<file path="src/regdac_defines.svh">
// Purpose: Offsets, field positions, reset values and timing counts for the regulator/DAC control.
// Assumes: Included by bare name from every design file that needs it.
// Notes: Control-port register selects are plain numbers on a select bus, not byte addresses.
//
// Function
// RL1 - LDO3 on needs power bit and master enable; with I/O supply off the code turns it on without the bit
// RL2 - Mode from mode bit or second clock pin
// RL3 - Power, source, mode bits writable, reset one
// RL4 - I/O supply off forces LDO3 normal mode
// RL5 - Oscillator supply follows clock pin and master
// RL6 - Amp DAC powers up on prepare and active
// RL7 - Prepare without active: buffer off, outputs grounded
// RL8 - Band selects pick exactly one driven output
// RL9 - Both band selects high: buffer off, grounded
// RL10 - Amp code is 8 bits, resets to 80h
// RL11 - Amp code kept across DAC power-down
// RL12 - Chip reset or master low restores amp code
// RL13 - Host powers DAC down before changing band
// RL14 - Amp power and routing ignore register contents
// RL15 - Trim DAC needs clock pin, bit, master
// RL16 - Trim power bit writable, resets high
// RL17 - Trim code 12 bits in two parts, 800h
// RL18 - Control port: high part then low part
// RL19 - Timing port loads whole trim code once
// RL20 - Trim code kept across trim DAC re-enable
// RL21 - Chip reset or master low restores trim code
// RL22 - Disabled trim DAC output pulled to ground
// RL23 - No prepare or master: outputs high impedance
`ifndef REGDAC_DEFINES_SVH
`define REGDAC_DEFINES_SVH

// Pin synchroniser depth
`define RDC_SYNC_STAGES 3

// Control-port register selects
`define RDC_SEL_W 2
`define RDC_SEL_CTRL 2'h0
`define RDC_SEL_AMP_CODE 2'h1
`define RDC_SEL_TRIM_HIGH 2'h2
`define RDC_SEL_TRIM_LOW 2'h3

// Control register field positions
`define RDC_CTRL_LDO3_POWER 0
`define RDC_CTRL_MODE_SOURCE 1
`define RDC_CTRL_LDO3_MODE 2
`define RDC_CTRL_TRIM_POWER 3

// Code widths and split of the trim code
`define RDC_AMP_CODE_W 8
`define RDC_TRIM_CODE_W 12
`define RDC_TRIM_HIGH_MSB 11
`define RDC_TRIM_HIGH_LSB 4
`define RDC_TRIM_LOW_MSB 3

// Reset values
`define RDC_CTRL_RST 4'hf
`define RDC_AMP_CODE_RST 8'h80
`define RDC_TRIM_CODE_RST 12'h800

`endif

</file>
<file path="src/regdac_pkg.sv">
// Purpose: Types shared by the regulator/DAC control modules.
// Assumes: Nothing beyond the defines header.
// Notes: Used only by scoped name.
package regdac_pkg;

    // How the three amplifier reference pins stand
    typedef enum logic [1:0] {
        AMP_HIZ,
        AMP_GROUNDED,
        AMP_DRIVEN
    } amp_pin_state_t;

    // Two-step trim update over the control port
    typedef enum logic {
        TRIM_IDLE,
        TRIM_ARMED
    } trim_seq_t;

endpackage : regdac_pkg

</file>
<file path="src/amp_route_if.sv">
// Purpose: Carries synchronised pins to the amplifier reference router and its decisions back.
// Assumes: Both ends on sys_clk.
// Notes: Decision signals are registered in the router.
`timescale 1ns/1ns
interface amp_route_if;
    logic master_en;
    logic prepare;
    logic active;
    logic sel_low;
    logic sel_high;
    logic core_on;
    logic power_up;
    logic buf_on;
    logic [2:0] drive;
    logic [2:0] ground;
    regdac_pkg::amp_pin_state_t pin_state;

    modport ctl (
        output master_en, prepare, active, sel_low, sel_high,
        input core_on, power_up, buf_on, drive, ground, pin_state
    );
    modport route (
        input master_en, prepare, active, sel_low, sel_high,
        output core_on, power_up, buf_on, drive, ground, pin_state
    );
endinterface : amp_route_if

</file>
<file path="src/pin_sync.sv">
// Purpose: Brings asynchronous pins onto sys_clk.
// Assumes: Each bit independent; no bus coherency across bits.
// Notes: A change is taken once stages one and two agree, so a one-cycle glitch is dropped.
`timescale 1ns/1ns
`include "regdac_defines.svh"
module pin_sync #(
    parameter int WIDTH = 9,
    parameter logic [WIDTH-1:0] RST_VAL = '0
) (
    // Clock and reset
    input wire logic sys_clk,
    input wire logic rst_n,
    // Pins
    input wire logic [WIDTH-1:0] pin_in,
    output logic [WIDTH-1:0] pin_out
);

    genvar gi;
    generate
        for (gi = 0; gi < WIDTH; gi++) begin : g_bit
            logic [`RDC_SYNC_STAGES-1:0] stage_r;
            logic out_r;

            always_ff @(posedge sys_clk or negedge rst_n) begin
                if (!rst_n) begin
                    stage_r <= {`RDC_SYNC_STAGES{RST_VAL[gi]}};
                end else begin
                    stage_r <= {stage_r[`RDC_SYNC_STAGES-2:0], pin_in[gi]};
                end
            end

            // Stage zero is read only by stage one
            always_ff @(posedge sys_clk or negedge rst_n) begin
                if (!rst_n) begin
                    out_r <= RST_VAL[gi];
                end else if (stage_r[1] == stage_r[2]) begin
                    out_r <= stage_r[2];
                end
            end

            assign pin_out[gi] = out_r;
        end
    endgenerate

endmodule : pin_sync

</file>
<file path="src/amp_ref_router.sv">
// Purpose: Power and output routing of the amplifier reference DAC.
// Assumes: Pins already synchronised.
// Notes: Depends on pins only; no register reaches this module.
`timescale 1ns/1ns
module amp_ref_router (
    // Clock and reset
    input wire logic sys_clk,
    input wire logic rst_n,
    // Pins in, decisions out
    amp_route_if.route rif
);

    ////////////////////////////////////////////////////////////////////////////
    // Registered decisions

    always_ff @(posedge sys_clk or negedge rst_n) begin
        if (!rst_n) begin
            rif.core_on <= 1'b0;
            rif.power_up <= 1'b0;
            rif.buf_on <= 1'b0;
            rif.drive <= 3'h0;
            rif.ground <= 3'h0;
            rif.pin_state <= regdac_pkg::AMP_HIZ;
        end else if (!rif.master_en || !rif.prepare) begin
            rif.core_on <= 1'b0;
            rif.power_up <= 1'b0;
            rif.buf_on <= 1'b0; // RL23
            rif.drive <= 3'h0;
            rif.ground <= 3'h0; // RL23
            rif.pin_state <= regdac_pkg::AMP_HIZ;
        end else if (!rif.active || (rif.sel_low && rif.sel_high)) begin
            // Converter keeps running so the level is ready when the buffer opens
            rif.core_on <= 1'b1; // RL7 RL9
            rif.power_up <= rif.active; // RL6 RL14
            rif.buf_on <= 1'b0; // RL7 RL9
            rif.drive <= 3'h0;
            rif.ground <= 3'h7; // RL7 RL9
            rif.pin_state <= regdac_pkg::AMP_GROUNDED;
        end else begin
            rif.core_on <= 1'b1;
            rif.power_up <= 1'b1; // RL6
            rif.buf_on <= 1'b1;
            // Switching band while driven glitches the old pin; host must power down first
            rif.drive <= {rif.sel_high, rif.sel_low, !rif.sel_low && !rif.sel_high}; // RL8 RL14 RL13
            rif.ground <= {!rif.sel_high, !rif.sel_low, rif.sel_low || rif.sel_high}; // RL8
            rif.pin_state <= regdac_pkg::AMP_DRIVEN;
        end
    end

endmodule : amp_ref_router

</file>
<file path="src/regulator_dac_control.sv">
// Purpose: Control of LDO3, oscillator supply, amplifier reference DAC and frequency-trim DAC.
// Assumes: Serial framing is decoded upstream; ports here carry one-cycle write strobes on sys_clk.
// Notes: Pins pass a three-stage synchroniser, so pin effects lag by about five cycles.
`timescale 1ns/1ns
`include "regdac_defines.svh"
module regulator_dac_control (
    // Clock and reset
    input wire logic sys_clk,
    input wire logic rst_n,

    // Asynchronous control pins
    input wire logic master_reg_en,
    input wire logic chip_reset_n,
    input wire logic io_supply_indicator,
    input wire logic clock_enable_pin,
    input wire logic second_clock_enable_pin,
    input wire logic transmit_prepare_pin,
    input wire logic transmit_active_pin,
    input wire logic band_select_low,
    input wire logic band_select_high,

    // Control serial port writes
    input wire logic cp_wr_en,
    input wire logic [`RDC_SEL_W-1:0] cp_wr_sel,
    input wire logic [7:0] cp_wr_data,

    // Timing serial port writes
    input wire logic tp_wr_en,
    input wire logic [`RDC_TRIM_CODE_W-1:0] tp_wr_data,

    // Third regulator
    output logic third_regulator_output,
    output logic ldo3_normal_mode,

    // Oscillator supply
    output logic oscillator_supply_regulator,

    // Amplifier reference DAC
    output logic amp_dac_core_on,
    output logic amp_dac_power_up,
    output logic amp_buf_on,
    output logic amp_ref_output_one,
    output logic amp_ref_output_two,
    output logic amp_ref_output_three,
    output logic [2:0] amp_ref_ground,
    output logic [`RDC_AMP_CODE_W-1:0] amp_reference_code,

    // Frequency-trim DAC
    output logic frequency_trim_dac,
    output logic trim_ground,
    output logic [`RDC_TRIM_CODE_W-1:0] trim_code,
    output logic trim_armed,

    // Register state
    output logic ldo3_power_on_bit,
    output logic mode_source_select,
    output logic ldo3_mode_bit,
    output logic trim_dac_power_bit
);

    ////////////////////////////////////////////////////////////////////////////
    // Pin synchronisation

    localparam int PIN_W = 9;

    logic [PIN_W-1:0] pin_raw;
    logic [PIN_W-1:0] pin_s;
    logic master_s;
    logic chip_rst_n_s;
    logic io_s;
    logic clk_en_s;
    logic clk_en2_s;
    logic prep_s;
    logic active_s;
    logic sel_low_s;
    logic sel_high_s;

    assign pin_raw = {band_select_high, band_select_low, transmit_active_pin,
                      transmit_prepare_pin, second_clock_enable_pin, clock_enable_pin,
                      io_supply_indicator, chip_reset_n, master_reg_en};

    // Reset to master low and chip reset asserted
    pin_sync #(
        .WIDTH(PIN_W),
        .RST_VAL(9'h000)
    ) u_pin_sync (
        .sys_clk(sys_clk),
        .rst_n(rst_n),
        .pin_in(pin_raw),
        .pin_out(pin_s)
    );

    assign master_s = pin_s[0];
    assign chip_rst_n_s = pin_s[1];
    assign io_s = pin_s[2];
    assign clk_en_s = pin_s[3];
    assign clk_en2_s = pin_s[4];
    assign prep_s = pin_s[5];
    assign active_s = pin_s[6];
    assign sel_low_s = pin_s[7];
    assign sel_high_s = pin_s[8];

    // Codes return to default while either reset source is low
    logic code_clear;
    assign code_clear = !chip_rst_n_s || !master_s;

    ////////////////////////////////////////////////////////////////////////////
    // Write decode

    logic wr_ctrl;
    logic wr_amp;
    logic wr_high;
    logic wr_low;

    assign wr_ctrl = cp_wr_en && (cp_wr_sel == `RDC_SEL_CTRL);
    assign wr_amp = cp_wr_en && (cp_wr_sel == `RDC_SEL_AMP_CODE);
    assign wr_high = cp_wr_en && (cp_wr_sel == `RDC_SEL_TRIM_HIGH);
    assign wr_low = cp_wr_en && (cp_wr_sel == `RDC_SEL_TRIM_LOW);

    ////////////////////////////////////////////////////////////////////////////
    // Control bits

    logic [3:0] ctrl_r;

    always_ff @(posedge sys_clk or negedge rst_n) begin
        if (!rst_n) begin
            ctrl_r <= `RDC_CTRL_RST; // RL3 RL16
        end else if (!chip_rst_n_s) begin
            ctrl_r <= `RDC_CTRL_RST; // RL3 RL16
        end else if (wr_ctrl) begin
            ctrl_r <= cp_wr_data[3:0]; // RL3 RL16
        end
    end

    logic pwr_bit;
    logic src_bit;
    logic mode_bit;
    logic trim_bit;

    assign pwr_bit = ctrl_r[`RDC_CTRL_LDO3_POWER];
    assign src_bit = ctrl_r[`RDC_CTRL_MODE_SOURCE];
    assign mode_bit = ctrl_r[`RDC_CTRL_LDO3_MODE];
    assign trim_bit = ctrl_r[`RDC_CTRL_TRIM_POWER];

    assign ldo3_power_on_bit = ctrl_r[`RDC_CTRL_LDO3_POWER];
    assign mode_source_select = ctrl_r[`RDC_CTRL_MODE_SOURCE];
    assign ldo3_mode_bit = ctrl_r[`RDC_CTRL_LDO3_MODE];
    assign trim_dac_power_bit = ctrl_r[`RDC_CTRL_TRIM_POWER];

    ////////////////////////////////////////////////////////////////////////////
    // Third regulator

    logic ldo3_on_r;
    logic ldo3_norm_r;

    // Without the I/O supply the bits are not trusted; run on in normal mode
    always_ff @(posedge sys_clk or negedge rst_n) begin
        if (!rst_n) begin
            ldo3_on_r <= 1'b0;
            ldo3_norm_r <= 1'b0;
        end else if (!master_s) begin
            ldo3_on_r <= 1'b0; // RL1
            ldo3_norm_r <= 1'b0;
        end else if (!io_s) begin
            ldo3_on_r <= 1'b1; // RL4
            ldo3_norm_r <= 1'b1; // RL4
        end else begin
            ldo3_on_r <= pwr_bit; // RL1
            ldo3_norm_r <= pwr_bit && (src_bit ? mode_bit : clk_en2_s); // RL2
        end
    end

    assign third_regulator_output = ldo3_on_r;
    assign ldo3_normal_mode = ldo3_norm_r;

    ////////////////////////////////////////////////////////////////////////////
    // Oscillator supply

    logic osc_r;

    always_ff @(posedge sys_clk or negedge rst_n) begin
        if (!rst_n) begin
            osc_r <= 1'b0;
        end else begin
            osc_r <= clk_en_s && master_s; // RL5
        end
    end

    assign oscillator_supply_regulator = osc_r;

    ////////////////////////////////////////////////////////////////////////////
    // Amplifier reference DAC

    amp_route_if arif ();

    assign arif.master_en = master_s;
    assign arif.prepare = prep_s;
    assign arif.active = active_s;
    assign arif.sel_low = sel_low_s;
    assign arif.sel_high = sel_high_s;

    amp_ref_router u_amp_ref_router (
        .sys_clk(sys_clk),
        .rst_n(rst_n),
        .rif(arif.route)
    );

    assign amp_dac_core_on = arif.core_on;
    assign amp_dac_power_up = arif.power_up;
    assign amp_buf_on = arif.buf_on;
    assign amp_ref_output_one = arif.drive[0];
    assign amp_ref_output_two = arif.drive[1];
    assign amp_ref_output_three = arif.drive[2];
    assign amp_ref_ground = arif.ground;

    logic [`RDC_AMP_CODE_W-1:0] amp_code_r;

    // Code is not touched by power state, so a power-up resumes the old level
    always_ff @(posedge sys_clk or negedge rst_n) begin
        if (!rst_n) begin
            amp_code_r <= `RDC_AMP_CODE_RST; // RL10
        end else if (code_clear) begin
            amp_code_r <= `RDC_AMP_CODE_RST; // RL12
        end else if (wr_amp) begin
            amp_code_r <= cp_wr_data[`RDC_AMP_CODE_W-1:0]; // RL10 RL11
        end
    end

    assign amp_reference_code = amp_code_r;

    ////////////////////////////////////////////////////////////////////////////
    // Frequency-trim two-step sequence

    regdac_pkg::trim_seq_t seq_r;
    regdac_pkg::trim_seq_t seq_nxt;
    logic commit_low;

    always_comb begin
        seq_nxt = seq_r;
        commit_low = 1'b0;
        unique case (seq_r)
            regdac_pkg::TRIM_IDLE: begin
                if (wr_high) begin
                    seq_nxt = regdac_pkg::TRIM_ARMED; // RL18
                end
            end
            regdac_pkg::TRIM_ARMED: begin
                if (wr_low) begin
                    commit_low = 1'b1; // RL18
                    seq_nxt = regdac_pkg::TRIM_IDLE;
                end
            end
        endcase
    end

    always_ff @(posedge sys_clk or negedge rst_n) begin
        if (!rst_n) begin
            seq_r <= regdac_pkg::TRIM_IDLE;
        end else if (code_clear) begin
            seq_r <= regdac_pkg::TRIM_IDLE; // RL21
        end else begin
            seq_r <= seq_nxt;
        end
    end

    assign trim_armed = (seq_r == regdac_pkg::TRIM_ARMED);

    ////////////////////////////////////////////////////////////////////////////
    // Frequency-trim code

    localparam int HIGH_W = `RDC_TRIM_HIGH_MSB - `RDC_TRIM_HIGH_LSB + 1;

    logic [HIGH_W-1:0] high_stage_r;
    logic [`RDC_TRIM_CODE_W-1:0] trim_code_r;

    // Staged high part is invisible at the output until its low part lands
    always_ff @(posedge sys_clk or negedge rst_n) begin
        if (!rst_n) begin
            high_stage_r <= HIGH_W'(`RDC_TRIM_CODE_RST >> `RDC_TRIM_HIGH_LSB); // RL17
        end else if (code_clear) begin
            high_stage_r <= HIGH_W'(`RDC_TRIM_CODE_RST >> `RDC_TRIM_HIGH_LSB); // RL21
        end else if (wr_high) begin
            high_stage_r <= cp_wr_data[HIGH_W-1:0]; // RL18
        end
    end

    // Timing port wins a same-cycle clash; it carries the fresher whole code
    always_ff @(posedge sys_clk or negedge rst_n) begin
        if (!rst_n) begin
            trim_code_r <= `RDC_TRIM_CODE_RST; // RL17
        end else if (code_clear) begin
            trim_code_r <= `RDC_TRIM_CODE_RST; // RL21
        end else if (tp_wr_en) begin
            trim_code_r <= tp_wr_data; // RL19
        end else if (commit_low) begin
            trim_code_r <= {high_stage_r, cp_wr_data[`RDC_TRIM_LOW_MSB:0]}; // RL17 RL18 RL20
        end
    end

    assign trim_code = trim_code_r;

    ////////////////////////////////////////////////////////////////////////////
    // Frequency-trim enable

    logic trim_en_r;
    logic trim_gnd_r;

    always_ff @(posedge sys_clk or negedge rst_n) begin
        if (!rst_n) begin
            trim_en_r <= 1'b0;
            trim_gnd_r <= 1'b1;
        end else begin
            trim_en_r <= clk_en_s && trim_bit && master_s; // RL15
            trim_gnd_r <= !(clk_en_s && trim_bit && master_s); // RL22
        end
    end

    assign frequency_trim_dac = trim_en_r;
    assign trim_ground = trim_gnd_r;

endmodule : regulator_dac_control

</file>
<file path="config.mk">
export PLATFORM = sky130hd
export DESIGN_NAME = regulator_dac_control
export DESIGN_NICKNAME = d
export VERILOG_FILES = /design/src/regdac_pkg.sv /design/src/amp_route_if.sv /design/src/pin_sync.sv /design/src/amp_ref_router.sv /design/src/regulator_dac_control.sv
export VERILOG_INCLUDE_DIRS = /design/src
export SDC_FILE = /design/constraint.sdc
export NUM_CORES = 1
export LEC_CHECK = 0
export ABC_AREA = 1
export BUFFER_PORTS_ARGS = -buffer_cell sky130_fd_sc_hd__buf_2
export CAP_MARGIN = 20
export CORE_ASPECT_RATIO = 2
export CORE_UTILIZATION = 40
export CTS_CLUSTER_SIZE = 14
export DETAILED_ROUTE_END_ITERATION = 7
export RECOVER_POWER = 25
export SYNTH_ARGS = -nofsm -noshare
export SYNTH_HDL_FRONTEND = slang
export SYNTH_SLANG_ARGS = --single-unit
</file>
<file path="constraint.sdc">
create_clock -name sys_clk -period 1.5 [get_ports sys_clk]
set_input_delay 0.15 -clock sys_clk [delete_from_list [all_inputs] [get_ports sys_clk]]
set_output_delay 0.15 -clock sys_clk [all_outputs]
set_load 0.01 [all_outputs]
</file>
Yosys cells after proc, flatten, opt, wreduce, memory -nomap -nowiden
Cells that the tools add are included.
Word-level totals
  logic and storage cells: 101
  input bits: 35
  bits in registers: 83
Operators by class
  reductions and logical operators: 25
  multiplexer cells: 29
  equal/unequal tests: 13
  bitwise operators: 1
Operators by type and width (count)
  $mux 12: 3
  $mux 8: 4
  $mux 1: 15
  $mux 3: 4
  $logic_and 1x1->1: 10
  $eq 1x1->1: 9
  $mux 4: 2
  $logic_not 1->1: 7
  $eq 2x2->1 const B: 2
  $logic_or 1x1->1: 4
  $reduce_bool 2->1: 2
  $reduce_bool 3->1: 1
  $eq 2x1->1 const B: 1
  $logic_not 2->1: 1
  $ne 2x2->1 const B: 1
  $pmux 1 s2: 1
  $not 1->1: 1

Logic depth before layout (Yosys ltp)
Gate-level depths: netlist (run 1).
  depth after elaboration: 7
  gate-level depth with buffers: 7
  gate-level depth less buffers: 6

By module
A second synthesis (run 1) with hierarchy kept.
Unflattened totals
  cell total of the unflattened synthesis: 369
  area, all modules: 3342.0 sq um
By module, submodules not included
  regulator_dac_control: times used 1, area an instance 1879.3 sq um, cells an instance 255
  pin_sync: times used 1, area an instance 1114.8 sq um, cells an instance 81
  amp_ref_router: times used 1, area an instance 347.8 sq um, cells an instance 33

Worst setup path before layout (run 1)
OpenSTA, ideal clock, no wires.
  path type: flip-flop to flip-flop
  from: register u_pin_sync.g_bit[1].out_r
  to: register trim_code_r[10], in the netlist trim_code[10]
  cell stages (with the launch flop): 8
  arrival: 950 ps
  setup slack: 433 ps
  period minus slack after synthesis: 1067 ps
  data required time: 1384 ps
  buffers on the path: 2
  cells stage by stage: dfrtp_1 -> buf_4 -> nand2_4 -> nor2_4 -> nand2_1 -> buf_6 -> nand2_1 -> nand2_1
On the way
  word-level cells in the longest chain between the ends: 3
RTL lines
  from (decl): RTL line pin_sync.sv:22  | logic out_r;
  from (signal assigned): RTL line pin_sync.sv:35  | out_r <= RST_VAL[gi];
  from (signal assigned): RTL line pin_sync.sv:37  | out_r <= stage_r[2];
  $logic_not 1->1 *
  $logic_or 1x1->1 *: RTL line regulator_dac_control.sv:105  | assign code_clear = !chip_rst_n_s || !master_s;
  $reduce_bool 3->1 (no line) or $mux 12 (tied branches)
  to (signal assigned): RTL line regulator_dac_control.sv:290  | trim_code_r <= `RDC_TRIM_CODE_RST;
  to (signal assigned): RTL line regulator_dac_control.sv:292  | trim_code_r <= `RDC_TRIM_CODE_RST;
  to (signal assigned): RTL line regulator_dac_control.sv:294  | trim_code_r <= tp_wr_data;
  to (decl): RTL line regulator_dac_control.sv:274  | logic [`RDC_TRIM_CODE_W-1:0] trim_code_r;
Every way passes the cells marked *; elsewhere a longest branch is shown, timed or not.
A chain may end at the register's enable or synchronous reset.

Worst setup path after layout (run 1)
  from: register u_pin_sync.g_bit[1].out_r
  to: register amp_code_r[3], in the netlist amp_reference_code[3]
On the way
  word-level cells in the longest chain between the ends: 3
RTL lines
  $logic_not 1->1 *
  $logic_or 1x1->1 *: RTL line regulator_dac_control.sv:105
  $mux 8 or $reduce_bool 2->1 (tied branches)
  to (signal assigned): RTL line regulator_dac_control.sv:221  | amp_code_r <= `RDC_AMP_CODE_RST;
  to (signal assigned): RTL line regulator_dac_control.sv:223  | amp_code_r <= `RDC_AMP_CODE_RST;
  to (signal assigned): RTL line regulator_dac_control.sv:225  | amp_code_r <= cp_wr_data[`RDC_AMP_CODE_W-1:0];
  to (decl): RTL line regulator_dac_control.sv:216  | logic [`RDC_AMP_CODE_W-1:0] amp_code_r;
Marked as above.

==> results of run 1 <==
-- worst min-delay path, cell delays in order --
cell,delay (ns)
buf_2,0.07
or2_1,0.10
nand2_1,0.05
nand2_1,0.05
-- stage by stage --
step | total power [W] | cell area (sq um) | utilization
after floorplan | 0.00289 | 3170 | -
after global placement | 0.00315 | 3670 | 0.479
after detailed placement | 0.00317 | 3670 | 0.479
after CTS | 0.00541 | 4070 | 0.532
after global routing | 0.00559 | 4070 | 0.531
final | 0.00535 | 4070 | 0.531
-- state kept, by name, indices dropped and copies added (netlist names), 3 cells and up --
name                         count
amp_reference_code               8
u_amp_ref_router.rif.drive       3
high_stage_r                     8
ctrl_r                           4
trim_code                       12
u_pin_sync.g_bit.stage_r        27
u_amp_ref_router.rif.ground      3
u_pin_sync.g_bit.out_r           9
-- power by group --
group / leakage, nW / internal [W] / switching [W]
Combinational: 1.11 / 0.000243 / 0.000371
Sequential: 1.03 / 0.00244 / 0.0000918
Clock: 0.153 / 0.00138 / 0.000829
-- cells by family after synthesis --
group / after synthesis / synth area share
AOI/OAI and AO/OA: 11 / 0.0181
adders and majority gates: 9 / 0.0284
buffers and inverters: 55 / 0.0765
DFF: 83 / 0.657
and+or+nand+nor: 170 / 0.220
-- placed cells by master, fill, tap and decap left out, drive strengths merged --
cell | netlist | final
nor2 | 23 | 23
maj3 | 9 | 9
clkinv | 0 | 3
inv | 45 | 45
dfrtp | 75 | 75
dfstp | 8 | 8
clkbuf | 0 | 13
a21oi | 3 | 3
nand2 | 115 | 115
nand3 | 31 | 31
o21ai | 7 | 7
dlygate4sd3 | 0 | 10
o21a | 1 | 1
buf | 10 | 81
bufinv | 0 | 1
or2 | 1 | 1
-- what timing repair did --
action | in CTS | in global routing
buffers inserted | 0 | 0
gates resized for setup | 0 | 0
hold buffers | 10 | 0
hold endpoints to repair | 28 | 0
-- cell type report --
cell class	instances	area share
multi-input combinational	190	0.208
clock buffer	12	0.0630
timing repair buffer	92	0.134
clock inverter	4	0.0120
inverter	45	0.0415
tap	94	0.0289
sequential	83	0.513
-- metal layers --
layer | global-route usage | vias to the layer above
li1 | - | 1181
met1 | 0.183 | 1107
met2 | 0.310 | 56
met3 | 0.0418 | 8
met4 | 0.0980 | 0
met5 | 0 | -
-- worst paths after layout --
kind                                                          start                                        to  depth (start not counted)
setup / recovery              u_pin_sync.g_bit[1].out_r$_DFFE_PN0N_         amp_reference_code[3]$_DFFE_PN0P_                          5
hold / removal                                        cp_wr_data[7]         amp_reference_code[7]$_DFFE_PN1P_                          4
setup reg to reg              u_pin_sync.g_bit[1].out_r$_DFFE_PN0N_         amp_reference_code[3]$_DFFE_PN0P_                          5
hold reg to reg            u_pin_sync.g_bit[6].stage_r[0]$_DFF_PN0_  u_pin_sync.g_bit[6].stage_r[1]$_DFF_PN0_                          0
max in group asynchronous                                     rst_n                 trim_code[11]$_DFFE_PN1P_                          3
min in group asynchronous                                     rst_n                  trim_code[2]$_DFFE_PN0P_                          2
==> flow_metrics.tcl, run 1 <==
set metrics [dict create \
    crit_path_end_kind "register" \
    crit_path_frequent_cell "nand2_1" \
    yosysWarnings 0 \
    cp_max_fo 13 \
    cp_top_family "simple AND/OR/NAND/NOR gates" \
    post-place-ws_ns 0.286 \
    portBuffers 73 \
    hold_ws_ns 0.124 \
    finalMaxSlewViolations 0 \
    startpoint_type "register" \
    max_stage_delay_ns 0.39 \
    ir_worst_vdd_uv 713 \
    dp_cells 494 \
    synth.cell_area_sq_um 3170 \
    clock-sinks 83 \
    die_w_um 65.0 \
    synth.ff_latch_count 83 \
    drive_above_1_share 0.263 \
    worst_slack_ns 0.284 \
    critPathSlowestCell "dfrtp_1" \
    seq_area_sq_um 2090 \
    clock-skew-final_ns 0.00617 \
    syn_area_per_cell_sq_um 9.68 \
    arrival_ns 1.44 \
    viasPerCell 4.52 \
    ys_types 18 \
    fin_crit_ns 1.22 \
    wl_um 6490 \
    power_density_nw_per_um2 1310 \
    regToRegSetupSlack_ns 0.28 \
    clock_latency_ns 0.33 \
    start_util 0.415 \
    die_h_um 128 \
    synth.most_common_cell "nand2_1" \
    ys_seq_area_frac 0.657 \
    max-slew-margin-rel 0.582 \
    drc 0 \
    fin_tns_setup_ns 0 \
    cts_max_path_buffers 2 \
    antenna_found_initial 0 \
    wl_met1_um 2610 \
    synth_commonest_cells "nand2_1, dfrtp_1, inv_1, nand3_1, nor2_1" \
    gp_congestion 0.808 \
    htree_levels 3 \
    async_flop_share 1.00 \
    syn_inst 328 \
    cap_violations 0 \
    fmax_mhz 823 \
    synthTopCellsByArea "dfrtp_1, nand2_1, dfstp_2" \
    grt_max_degree 31 \
    grt_pass1_wl_um 10600 \
    critPathKind "register to register" \
    final_nets 456 \
    worstMarginPinSlew_ns 0.627 \
    wl_met2_um 3500 \
    die_area_sq_um 8320 \
    grt_pass1_vias 2332 \
    syn_nets 363 \
    synth_edf_count 0 \
    hpwlAfterDp_um 4820 \
    worstPathRequired_ns 1.72 \
    vias 2352 \
    synthFlopType "dfrtp_1" \
    wl_per_cell_um 12.5 \
    rsz0062_at_grt "false" \
    ant_nets 0 \
    worst-path-buf-inv 1 \
    setup_viol 0 \
    fin_crit_sh 0.810 \
    finalNonFillerCells 520 \
    clk_pin_slew_worst_paths_ns 0.06 \
    io_pins 74 \
    fill_cells 754 \
    multi_input_area_sq_um 845 \
    tritoncts "yes" \
    firstDrtPassIters 4 \
    cts_buffers 9 \
    route.top_layer_used "met4" \
    synth_top_area_cell "dfrtp_1" \
    grt_usage 0.175 \
    hold_violations 0 \
    core-area_sq_um 7660 \
    met3_length_um 234 \
    rows 45 \
    n_antenna_cell 0 \
    first_iter_violations 118 \
    cts_root_buf "clkbuf_16" \
    leakagePower_nw 2.29 \
    synth_top_area_share 0.591 \
    area_growth_pct 28.2 \
    status "completed" \
    worstPathCellList "nand2_4, inv_2, nand2_1, nand2_1, nand2_1" \
    gr-total-overflow 0 \
    hold_path.class "input pin to register" \
]
No activity file was read; power rests on OpenSTA's default activity.
==> inputs of run 2 (changes only) <==
==> constraint.sdc (replaced) <==
create_clock -name sys_clk -period 1.2 [get_ports sys_clk]
set_input_delay 0.12 -clock sys_clk [delete_from_list [all_inputs] [get_ports sys_clk]]
set_output_delay 0.12 -clock sys_clk [all_outputs]
set_load 0.01 [all_outputs]
==> flow_metrics.tcl, run 2 (same netlist as run 1, synthesis figures left out) <==
set metrics [dict create \
    status "completed" \
    grt_pass1_vias 2353 \
    crit_path_end_kind "primary output" \
    critPathSlowestCell "dfstp_2" \
    worstPathRequired_ns 1.08 \
    core-area_sq_um 7660 \
    fmax_mhz 870 \
    cts_buffers 9 \
    grt_usage 0.174 \
    worst_slack_ns 0.0505 \
    final_cell_mix "nand2_1, dfrtp_1, buf_2" \
    clock_latency_ns 0.33 \
    rsz0062_at_grt "false" \
    grt_pass1_wl_um 10700 \
    max_stage_delay_ns 0.56 \
    start_util 0.415 \
    min_from "cp_wr_data[7]" \
    critPathKind "register to primary output" \
    design_area_sq_um 4100 \
    gp_congestion 0.786 \
    n_antenna_cell 0 \
    leakagePower_nw 2.30 \
    post-place-ws_ns 0.0195 \
    cp_max_fo 4 \
    io_pins 74 \
    post_dp_cell_area_sq_um 3690 \
    die_area_sq_um 8320 \
    fin_tns_setup_ns 0 \
    viasPerCell 4.50 \
    largest_reg_flops 27 \
    antenna_found_initial 0 \
    final_nets 457 \
    clock-skew-final_ns 0.00565 \
    die_h_um 128 \
    ir_worst_vdd_uv 1000 \
    r2r_start "u_pin_sync.g_bit[1].out_r$_DFFE_PN0N_" \
    hold_violations 0 \
    firstDrtPassIters 4 \
    drive_above_1_share 0.267 \
    gr-total-overflow 0 \
    final_util 0.535 \
    ant_nets 0 \
    area_growth_pct 29.1 \
    fin_crit_ns 1.15 \
    die_w_um 65.0 \
    drc 0 \
    final_common_cell "nand2_1" \
    wl_per_cell_um 12.2 \
    portBuffers 73 \
    crit_path_start "ctrl_r[0]$_DFFE_PN1P_" \
    cap_violations 0 \
    grt_max_degree 29 \
    clock-sinks 83 \
    fin_crit_sh 0.958 \
    worstMarginPinSlew_ns 0.705 \
    cts_root_buf "clkbuf_16" \
    hpwlAfterDp_um 4800 \
    finalPower_w 0.00677 \
    max-slew-margin-rel 0.530 \
    worst-path-buf-inv 1 \
    cts_max_path_buffers 2 \
    top_register "u_pin_sync.g_bit.stage_r" \
    htree_levels 3 \
    setup_viol 0 \
    power_density_nw_per_um2 1650 \
    arrival_ns 1.03 \
    hold_path.class "input pin to register" \
    rows 45 \
    startpoint_type "register" \
    wl_um 6370 \
    tritoncts "yes" \
    vias 2346 \
    worstPathCellList "buf_2" \
    clk_pin_slew_worst_paths_ns 0.06 \
    first_iter_violations 102 \
    cp_top_family "flip-flops" \
    finalMaxSlewViolations 0 \
]
run 2: cell type report:
class,count,area (sq um)
Clock buffer,10,229
Sequential cell,83,2090
Fill cell,742,3560
Inverter,45,169
Clock inverter,6,80.1
Timing Repair Buffer,93,562
Tap cell,94,118
Multi-Input combinational cell,190,855
run 2: final timing paths:
| check | end | slack, ns | cells after the start |
|---|---|---|---|
| min reg2reg | u_pin_sync.g_bit[3].stage_r[1]$_DFF_PN0_ | 0.35 | 0 |
| max in group asynchronous | ctrl_r[1]$_DFFE_PN1P_ | 0.17 | 3 |
| max reg2reg | amp_reference_code[0]$_DFFE_PN0P_ | 0.09 | 5 |
| max | ldo3_power_on_bit | 0.05 | 1 |
| min in group asynchronous | trim_code[2]$_DFFE_PN0P_ | 0.37 | 2 |
| min | amp_reference_code[7]$_DFFE_PN1P_ | 0.1 | 4 |
run 2: repair_timing:
action / 4_1_cts / 5_1_grt
setup endpoints to repair: 0 / 20
resized for setup: 0 / 3
hold buffers: 10 / 0
endpoints found under the hold margin: 31 / 0
buffers inserted: 0 / 0
run 2: metal layers:
metal  track usage  wire length (um)  vias to the layer above
met5             0                 0                        -
met1         0.189              2590                     1097
li1              -                 -                     1182
met2         0.305              3370                       56
met4        0.0941               150                        0
met3        0.0409               264                       11
run 2: power breakdown:
part	internal, W	switching (W)
combinational	0.000313	0.000467
sequential	0.00305	0.000110
clock	0.00181	0.00103
run 2: per-stage QoR:
step / hold slack [ns] / std cells
floorplan: -0.176 / 328
global placement: 0.0575 / 495
detailed placement: 0.0588 / 495
CTS: 0.0874 / 521
global route: 0.121 / 521
finish: 0.100 / 521
==> inputs of run 3 (changes only) <==
--- a/config.mk
+++ b/config.mk
@@ -11,6 +11,7 @@
 export CAP_MARGIN = 20
 export CORE_ASPECT_RATIO = 2
 export CORE_UTILIZATION = 40
+export CTS_BUF_LIST = sky130_fd_sc_hd__clkbuf_4
 export CTS_CLUSTER_SIZE = 14
 export DETAILED_ROUTE_END_ITERATION = 7
 export RECOVER_POWER = 25
==> flow_metrics.tcl, run 3 (same netlist as run 1, synthesis figures left out) <==
set metrics [dict create \
    viasPerCell 4.47 \
    antenna_found_initial 1 \
    drive_above_1_share 0.270 \
    firstDrtPassIters 4 \
    rsz0062_at_grt "true" \
    finalPower_w 0.00580 \
    clk_pin_slew_worst_paths_ns 0.12 \
    die_area_sq_um 8320 \
    rows 45 \
    cts_max_path_buffers 2 \
    fin_crit_sh 1.03 \
    crit_path_end_kind "primary output" \
    hold_path.class "input pin to register" \
    worstPathRequired_ns 1.08 \
    fin_crit_ns 1.23 \
    clock-sinks 83 \
    status "finished, violations left" \
    grt_pass1_vias 2431 \
    hpwlAfterDp_um 4800 \
    tritoncts "yes" \
    leakagePower_nw 2.31 \
    dp_cells 495 \
    vias 2396 \
    grt_usage 0.177 \
    wl_per_cell_um 12.2 \
    worstMarginPinSlew_ns 0.702 \
    gr-total-overflow 0 \
    final_common_cell "nand2_1" \
    core-area_sq_um 7660 \
    start_util 0.415 \
    cts_buffers 9 \
    cap_violations 0 \
    max-slew-margin-rel 0.532 \
    use_met1 0.183 \
    grt_use_met3 0.0418 \
    max_stage_delay_ns 0.57 \
    busiest_layer "met2" \
    gp_congestion 0.786 \
    failed_checks "negative setup slack" \
    portBuffers 73 \
    power_density_nw_per_um2 1410 \
    drc 0 \
    first_iter_violations 67 \
    cp_max_fo 2 \
    finalNonFillerCells 536 \
    setup_viol 6 \
    grt_pass1_wl_um 10800 \
    die_h_um 128 \
    grt_max_degree 29 \
    die_w_um 65.0 \
    critPathSlowestCell "dfstp_2" \
    worst_slack_ns -0.0313 \
    final_cell_mix "nand2_1, dfrtp_1, buf_2" \
    ir_worst_vdd_uv 621 \
    hold_violations 0 \
    finalMaxSlewViolations 0 \
    final_nets 471 \
    wl_um 6530 \
    htree_levels 3 \
    clock-skew-final_ns 0.0139 \
    regToRegSetupSlack_ns 0.10 \
    fmax_mhz 812 \
    ant_nets 0 \
    largest_reg_flops 27 \
    startpoint_type "register" \
    cp_top_family "flip-flops" \
    clock_latency_ns 0.45 \
    io_pins 74 \
    critPathKind "register to primary output" \
    hold_ws_ns 0.0316 \
    fill_cells 746 \
    top_register "u_pin_sync.g_bit.stage_r" \
    cts_root_buf "clkbuf_4" \
    area_growth_pct 30.0 \
    met2_usage 0.311 \
    worst-path-buf-inv 1 \
    arrival_ns 1.11 \
    worstPathCellList "buf_6" \
]
[run 3: changes by cell type in the layout (fill, tap and decap cells not counted), moves of 5 or more]
cell and delta:
dlygate4sd3_1 +10, clkbuf_16 -9, buf_6 +7, buf_2 -7
buf_4 +5, clkbuf_4 +10
[run 3: tightest hold or removal path: cells and delay by family]
| family | cells | cell delay [ns] |
|---|---|---|
| buf+inv | 2 | 0.16 |
| simple gates | 3 | 0.17 |
[run 3: report_power, final]
part | switching [W] | internal [W] | leakage, nW
logic | 0.000487 | 0.000392 | 1.20
registers | 0.000109 | 0.00304 | 1.03
clock network | 0.000919 | 0.000855 | 0.0899
total | 0.00152 | 0.00429 | 2.31
[run 3: through the flow]
stage | instance area [sq um] | setup WS (ns) | setup TNS, ns | util
after CTS | 4120 | -0.0640 | -0.352 | 0.538
final | 4130 | -0.0313 | -0.124 | 0.539
after floorplan | 3170 | 0.133 | 0 | -
after global placement | 3690 | 0.0389 | 0 | 0.481
after detailed placement | 3690 | 0.0195 | 0 | 0.481
after global routing | 4130 | -0.0843 | -0.474 | 0.539
[run 3: area by class of cell]
class / instances / area [sq um] / area share
diodes: 1 / 2.50 / 0.000606
multi-input cells: 190 / 855 / 0.207
repair buffers: 107 / 738 / 0.179
flip-flops and latches: 83 / 2090 / 0.506
clock inverters: 6 / 80.1 / 0.0194
well taps: 94 / 118 / 0.0285
inverters: 45 / 171 / 0.0415
clock buffers: 10 / 75.1 / 0.0182
[run 3: metal layers]
layer  share of wire  routed length, um
met1            0.40               2640
met2            0.53               3450
met3           0.039                252
met4           0.028                180
met5               0                  0
[run 3: repair_timing]
item | CTS | global route
endpoints found under the setup margin | 8 | 19
hold buffers | 20 | 0
resized for setup | 8 | 3
pin swaps | 0 | 0
setup buffers | 4 | 0
endpoints found under the hold margin | 98 | 0
[run 3: path summary, 6_finish.rpt]
check | cells after the start | startpoint | endpoint
max | 1 | ctrl_r[3]$_DFFE_PN1P_ | trim_dac_power_bit
min | 5 | cp_wr_data[3] | ctrl_r[3]$_DFFE_PN1P_
max reg2reg | 5 | u_pin_sync.g_bit[1].out_r$_DFFE_PN0N_ | trim_code[0]$_DFFE_PN0P_
min reg2reg | 0 | u_pin_sync.g_bit[2].stage_r[0]$_DFF_PN0_ | u_pin_sync.g_bit[2].stage_r[1]$_DFF_PN0_
max in group asynchronous | 3 | rst_n | ctrl_r[1]$_DFFE_PN1P_
min in group asynchronous | 2 | rst_n | trim_code[2]$_DFFE_PN0P_
